$ cat config.mk
export PLATFORM = sky130hd
export DESIGN_NAME = pin_control
export DESIGN_NICKNAME = d
export VERILOG_FILES = /design/src/verilog/pin_control.v
export VERILOG_INCLUDE_DIRS = /design/src /design/src/verilog
export SDC_FILE = /design/constraint.sdc
export NUM_CORES = 1
export LEC_CHECK = 0
export ABC_AREA = 1
export BUFFER_PORTS_ARGS = -buffer_cell sky130_fd_sc_hd__buf_2
export CORE_MARGIN = 1.5
export CORE_UTILIZATION = 45
export DETAILED_ROUTE_END_ITERATION = 10
export PLACE_DENSITY = 0.84
export SLEW_MARGIN = 10
export SYNTH_ARGS = -nofsm -noshare
export SYNTH_HDL_FRONTEND = slang
export SYNTH_SLANG_ARGS = --single-unit
$ cat constraint.sdc
create_clock -name CLK -period 2.3 [get_ports CLK]
set_clock_uncertainty 0.2 [all_clocks]
set_input_delay 0.23 -clock CLK [delete_from_list [all_inputs] [get_ports CLK]]
set_output_delay 0.23 -clock CLK [all_outputs]
set_load 0.05 [all_outputs]
$ cat src/verilog/pin_ctrl_map.vh
// Bit positions, widths and reset values of the pin control register
`ifndef PIN_CTRL_MAP_VH
`define PIN_CTRL_MAP_VH
// ************************************************************
// Field positions
// ************************************************************
`define PC_WELL_LO      2
`define PC_WELL_HI      3
`define PC_DIR_BIT      9
`define PC_SRC_BIT      10
`define PC_POL_BIT      11
`define PC_MUX_LO       12
`define PC_MUX_HI       13
`define PC_INDIS_BIT    14
`define PC_OUT_BIT      16
`define PC_PAD_BIT      24
// ************************************************************
// Reset values and masks
// ************************************************************
`define PC_RESET_VAL    32'h00000000
`define PC_WMASK        32'h00017FFF
`define PC_MUX_GPIO     2'h0
`endif

$ cat src/verilog/pin_control.v
// Upper fields of one pin control register with its pin data path
`timescale 1ns/10ps
`include "pin_ctrl_map.vh"

// Contract
// - Bit 24 reads live pad, ignoring bit 10
// - Bit 24 reads high when well off
// - Source 0: bit 16 drives pin level
// - Source 1: bit 16 write ignored
// - Bit 16 reads last value written while stored bit 10 was clear
// - Bit 14 set disables input path
// - Polarity inverts alternate function output level, not its enable
// - Polarity inverts alternate interrupt sense
// - GPIO function ignores polarity on output
// - Grouped input reports pin uninverted
// - Bit 10 picks per-pin or grouped data
// - Mux zero means GPIO, else alternate
module pin_control (
    input  wire        CLK,
    input  wire        RESET,
    input  wire        REG_WR,
    input  wire [31:0] REG_WDATA,
    output reg  [31:0] REG_RDATA,
    input  wire        GROUP_OUT,
    output reg         GROUP_IN,
    input  wire [3:0]  WELL_ON,
    input  wire        PAD_IN,
    output reg         PAD_OUT,
    output reg         PAD_OE,
    input  wire        ALT_OUT,
    input  wire        ALT_OE,
    output reg         ALT_IN,
    input  wire        INT_SENSE,
    output reg         INT_SENSE_EFF
);

    // ************************************************************
    // Field decode helpers
    // ************************************************************
    // Mux value zero selects the plain GPIO function
    function is_gpio_mux;
        input [1:0] mux_val;
        begin
            is_gpio_mux = (mux_val == `PC_MUX_GPIO);
        end
    endfunction

    function sel_well;
        input [3:0] on;
        input [1:0] sel;
        begin
            sel_well = on[sel];
        end
    endfunction

    // ************************************************************
    // Register state
    // ************************************************************
    reg  [31:0] ctrl_q;
    reg  [31:0] ctrl_d;

    // ************************************************************
    // Synchroniser nets
    // ************************************************************
    wire [4:0]  async_in;
    wire [4:0]  sync_bits;
    wire        pad_sync;
    wire [3:0]  well_sync;

    // ************************************************************
    // Decoded fields and next output values
    // ************************************************************
    wire [1:0]  mux_d;
    wire [1:0]  well_sel_q;
    wire        gpio_d;
    wire        gpio_q;
    wire        pol_d;
    wire        pol_q;
    wire        src_d;
    wire        out_bit_d;
    wire        dir_d;
    wire        indis_q;
    wire        well_off;
    wire        pad_seen;
    wire        gpio_level;
    wire        alt_level;
    wire        pad_out_d;
    wire        pad_oe_d;
    wire        int_sense_d;
    wire [31:0] rdata_d;

    // ************************************************************
    // Pad and well synchronisers
    // ************************************************************
    // Both pad and power-good come from outside the clock domain
    assign async_in  = {WELL_ON, PAD_IN};
    assign pad_sync  = sync_bits[0];
    assign well_sync = sync_bits[4:1];

    genvar gi;
    generate
        for (gi = 0; gi < 5; gi = gi + 1) begin : g_sync
            reg meta_q;
            reg sync_q;
            always @(posedge CLK or posedge RESET) begin
                if (RESET) begin
                    meta_q <= 1'b0;
                    sync_q <= 1'b0;
                end else begin
                    meta_q <= async_in[gi];
                    sync_q <= meta_q;
                end
            end
            assign sync_bits[gi] = sync_q;
        end
    endgenerate

    // ************************************************************
    // Field decode
    // ************************************************************
    // Pin side follows the next value so it moves with the readback
    assign mux_d      = ctrl_d[`PC_MUX_HI:`PC_MUX_LO];
    assign gpio_d     = is_gpio_mux(mux_d);
    assign gpio_q     = is_gpio_mux(ctrl_q[`PC_MUX_HI:`PC_MUX_LO]);
    assign pol_d      = ctrl_d[`PC_POL_BIT] & ~gpio_d;
    assign pol_q      = ctrl_q[`PC_POL_BIT] & ~gpio_q;
    assign src_d      = ctrl_d[`PC_SRC_BIT];
    assign out_bit_d  = ctrl_d[`PC_OUT_BIT];
    assign dir_d      = ctrl_d[`PC_DIR_BIT];
    assign well_sel_q = ctrl_q[`PC_WELL_HI:`PC_WELL_LO];
    assign indis_q    = ctrl_q[`PC_INDIS_BIT];

    // ************************************************************
    // Input path
    // ************************************************************
    assign well_off = ~sel_well(well_sync, well_sel_q);
    // Input disable gates the path; unpowered well forces high
    assign pad_seen = well_off | (pad_sync & ~indis_q);

    // ************************************************************
    // Output path
    // ************************************************************
    assign gpio_level  = src_d ? GROUP_OUT : out_bit_d;
    assign alt_level   = ALT_OUT ^ pol_d;
    assign pad_out_d   = gpio_d ? gpio_level : alt_level;
    assign pad_oe_d    = gpio_d ? dir_d : ALT_OE;
    assign int_sense_d = INT_SENSE ^ pol_d;

    // Write mask clears bit 24, so the live pad is simply merged in
    assign rdata_d = (ctrl_d & `PC_WMASK) | ({31'h0, pad_seen} << `PC_PAD_BIT);

    // ************************************************************
    // Write path
    // ************************************************************
    always @* begin
        ctrl_d = ctrl_q;
        if (REG_WR) begin
            ctrl_d = REG_WDATA & `PC_WMASK;
            // Lock uses the stored select, not the one being written
            if (ctrl_q[`PC_SRC_BIT])
                ctrl_d[`PC_OUT_BIT] = ctrl_q[`PC_OUT_BIT];
        end
    end

    always @(posedge CLK or posedge RESET) begin
        if (RESET) begin
            ctrl_q <= `PC_RESET_VAL;
        end else begin
            ctrl_q <= ctrl_d;
        end
    end

    // ************************************************************
    // Registered outputs
    // ************************************************************
    always @(posedge CLK or posedge RESET) begin
        if (RESET) begin
            REG_RDATA <= 32'h00000000;
        end else begin
            REG_RDATA <= rdata_d;
        end
    end

    // Grouped input never sees polarity
    always @(posedge CLK or posedge RESET) begin
        if (RESET) begin
            GROUP_IN <= 1'b0;
        end else begin
            GROUP_IN <= pad_seen;
        end
    end

    always @(posedge CLK or posedge RESET) begin
        if (RESET) begin
            ALT_IN <= 1'b0;
        end else begin
            ALT_IN <= pad_seen;
        end
    end

    always @(posedge CLK or posedge RESET) begin
        if (RESET) begin
            PAD_OUT <= 1'b0;
        end else begin
            PAD_OUT <= pad_out_d;
        end
    end

    always @(posedge CLK or posedge RESET) begin
        if (RESET) begin
            PAD_OE <= 1'b0;
        end else begin
            PAD_OE <= pad_oe_d;
        end
    end

    always @(posedge CLK or posedge RESET) begin
        if (RESET) begin
            INT_SENSE_EFF <= 1'b0;
        end else begin
            INT_SENSE_EFF <= int_sense_d;
        end
    end

endmodule // pin_control

==> impl_metrics.env <==
export IMPL_criticalPathCategory="reg -> out"
export IMPL_portBuffers=49
export IMPL_syn_inst=138
export IMPL_via_count=1060
export IMPL_critPathTopFamily="flip-flops"
export IMPL_crit_arrival_ns=1.00
export IMPL_yosys_area_top_type="dfrtp_1"
export IMPL_nNetsFinal=257
export IMPL_status="finished, final reports clean"
export IMPL_cts_tree="yes"
export IMPL_rr_startpoint="ctrl_q[13]$_DFF_PP0_"
export IMPL_rsz0062_at_grt="no"
export IMPL_path_max_fanout=4
export IMPL_hp_class="in -> reg"
export IMPL_ys_seq_elements=30
export IMPL_fin_crit_sh_pct=62.3
export IMPL_grt_pass1_wl_um=4370
export IMPL_cts_buffer_depth=2
export IMPL_cp_required_ns=1.87
export IMPL_reg2reg_depth=5
export IMPL_placed_cell_area_sq_um=1470
export IMPL_drtIter0Drc=22
export IMPL_yosysUniqueCellTypes=13
export IMPL_final_setup_viol_count=0
export IMPL_crit_slowest_cell="dfrtp_1"
export IMPL_row_count=19
export IMPL_drv_slew=0
export IMPL_first_pass_iters=4
export IMPL_dp_hpwl_um=1600
export IMPL_numCtsBuffers=5
export IMPL_drive_above_1_share_pct=31.3
export IMPL_maxCapViolCount=0
export IMPL_regToRegSetupSlack_ns=1.11
export IMPL_grt_overflow=0
export IMPL_setup_tns_ns=0
export IMPL_end_kind="output pin"
export IMPL_postLayoutCellArea_sq_um=1820
export IMPL_yosysTopAreaCellShare_pct=58.5
export IMPL_ctsResizeCount=0
export IMPL_clk_pin_slew_ns=0.09
export IMPL_fin_crit_ns=1.43
export IMPL_syn_area_sq_um=1280
export IMPL_antenna_found_initial=0
export IMPL_yosysWarnings=0
export IMPL_initial_utilization_pct=46.9
export IMPL_worst_path_largest_cell_delay_ns=0.40
export IMPL_viasPerCell=4.33
export IMPL_synth_yosys_seq_area_share_pct=58.5
export IMPL_drt_wl_total_um=2560
export IMPL_crit_buf_inv=1
export IMPL_vdd_ir_drop_max_mv=0.622
export IMPL_grt_start_max_net_pins=31
export IMPL_hold_slack_ns=0.0124
export IMPL_min_from="REG_WDATA[16]"
export IMPL_fmax_mhz=698
export IMPL_min_path_cells=5
export IMPL_ys_top_cells_by_area="dfrtp_1 59%, nand2_1 15%, buf_4 11%, inv_1 3.5%, nand2_2 2.9%"
export IMPL_diodes=0
export IMPL_areaGrowthSynthToFinish_pct=42.0
export IMPL_worstSetupStartpointType="flip-flop"
export IMPL_crit_chain="buf_2"
export IMPL_grt_pass1_vias=1027
export IMPL_chipWidth_um=56.4
export IMPL_chipHeight_um=56.4
export IMPL_powerDensity_nw_per_um2=835
export IMPL_clock_latency_ns=0.32
export IMPL_clock_sinks=30
export IMPL_ant_nets=0
export IMPL_gp_congestion=0.699
export IMPL_coreArea_sq_um=2730
export IMPL_avgSynthCellArea_sq_um=9.29
export IMPL_route_detailed_drc=0
export IMPL_dieArea_sq_um=3180
export IMPL_hold_violations=0
export IMPL_grt_usage_pct=18.5
export IMPL_timing_rr_end="PAD_OUT$_DFF_PP0_"
export IMPL_leakage_uw=0.00102
export IMPL_wl_per_cell_um=10.4
export IMPL_pin_count=81
export IMPL_htreeDepth=2
export IMPL_hold_end="REG_RDATA[16]$_DFF_PP0_"
export IMPL_root_buffer="clkbuf_4"
export IMPL_fillers=225
## routing by layer
layer | up-vias | part of all wire (%) | track usage [%]
met5 | - | 0 | 0
met4 | 0 | 0 | 5.10
met3 | 0 | 9.7 | 9.22
met2 | 54 | 49 | 31.6
met1 | 475 | 41 | 20.2
li1 | 531 | - | -
## state kept, by name, summed over array words and instances, names as in the netlist
register and flops:
ctrl_q 15, PAD_OE 1, g_sync.meta_q 5, REG_RDATA 2
INT_SENSE_EFF 1, g_sync.sync_q 5, PAD_OUT 1
## cells by family (layout without fill, tap and decap cells)
group	count (synthesis)	count (layout)	share of synthesized area [%]
buf+inv	33	95	16.1
simple gates	66	66	21.4
other cells	1	15	0.292
flops	30	30	58.5
compound gates	8	8	3.71
## through the flow
| stage | utilization [%] | power [uW] | setup WS [ns] | instances |
|---|---|---|---|---|
| floorplan | - | 905 | 0.898 | 152 |
| global placement | 53.7 | 952 | 0.726 | 213 |
| detailed placement | 53.7 | 958 | 0.702 | 213 |
| CTS | 66.6 | 1540 | 0.839 | 245 |
| global route | 66.6 | 1600 | 0.802 | 245 |
| finish | 66.6 | 1520 | 0.868 | 245 |
## cells in the mapped netlist
| cell | number |
|---|---|
| inv_1 | 12 |
| inv_2 | 1 |
| nand2_2 | 6 |
| buf_4 | 18 |
| nor2_1 | 5 |
| nand3_1 | 3 |
| conb_1 | 1 |
| buf_6 | 2 |
| nand3b_1 | 2 |
| o21ai_0 | 6 |
| dfrtp_1 | 30 |
| nand2_1 | 50 |
| o21ai_2 | 2 |
## cell type report
| class | instances | area [sq um] | area share, % |
|---|---|---|---|
| clock buffers | 6 | 51.3 | 2.82 |
| clock inverters | 2 | 60.1 | 3.30 |
| inverters | 13 | 48.8 | 2.68 |
| multi-input cells | 89 | 378 | 20.8 |
| flip-flops and latches | 30 | 751 | 41.2 |
| well taps | 31 | 38.8 | 2.13 |
| repair buffers | 74 | 493 | 27.1 |
## worst max path at each step
stage	from	to	slack (ns)	cells past startpoint
after global routing	ctrl_q[2]$_DFFE_PP0P_	REG_RDATA[2]	0.80	1
after CTS	ctrl_q[2]$_DFFE_PP0P_	REG_RDATA[2]	0.84	1
after floorplan	ctrl_q[10]$_DFF_PP0_	PAD_OUT$_DFF_PP0_	0.90	7
final	ctrl_q[2]$_DFFE_PP0P_	REG_RDATA[2]	0.87	1
after detailed placement	REG_WR	INT_SENSE_EFF$_DFF_PP0_	0.70	8
after global placement	REG_WR	INT_SENSE_EFF$_DFF_PP0_	0.73	8
## layout by cell type (no fill, tap or decap), drive strengths merged
master,netlist,routed
nand2,56,56
buf,20,50
dfrtp,30,30
dlygate4sd3,0,24
conb,1,15
inv,13,13
o21ai,8,8
clkbuf,0,6
nor2,5,5
nand3,3,3
nand3b,2,2
bufinv,0,2
## where the power goes
| group | total (uW) | internal (uW) | leakage, uW | switching [uW] |
|---|---|---|---|---|
| logic | 388 | 98.6 | 0.000605 | 289 |
| clock network | 541 | 368 | 0.0000585 | 173 |
| registers | 592 | 571 | 0.000356 | 20.7 |
## what timing repair did
action	CTS	global route
buffers inserted	0	0
hold buffers	24	0
endpoints found under the hold margin	53	0
Power figures use the tool's default switching activity.
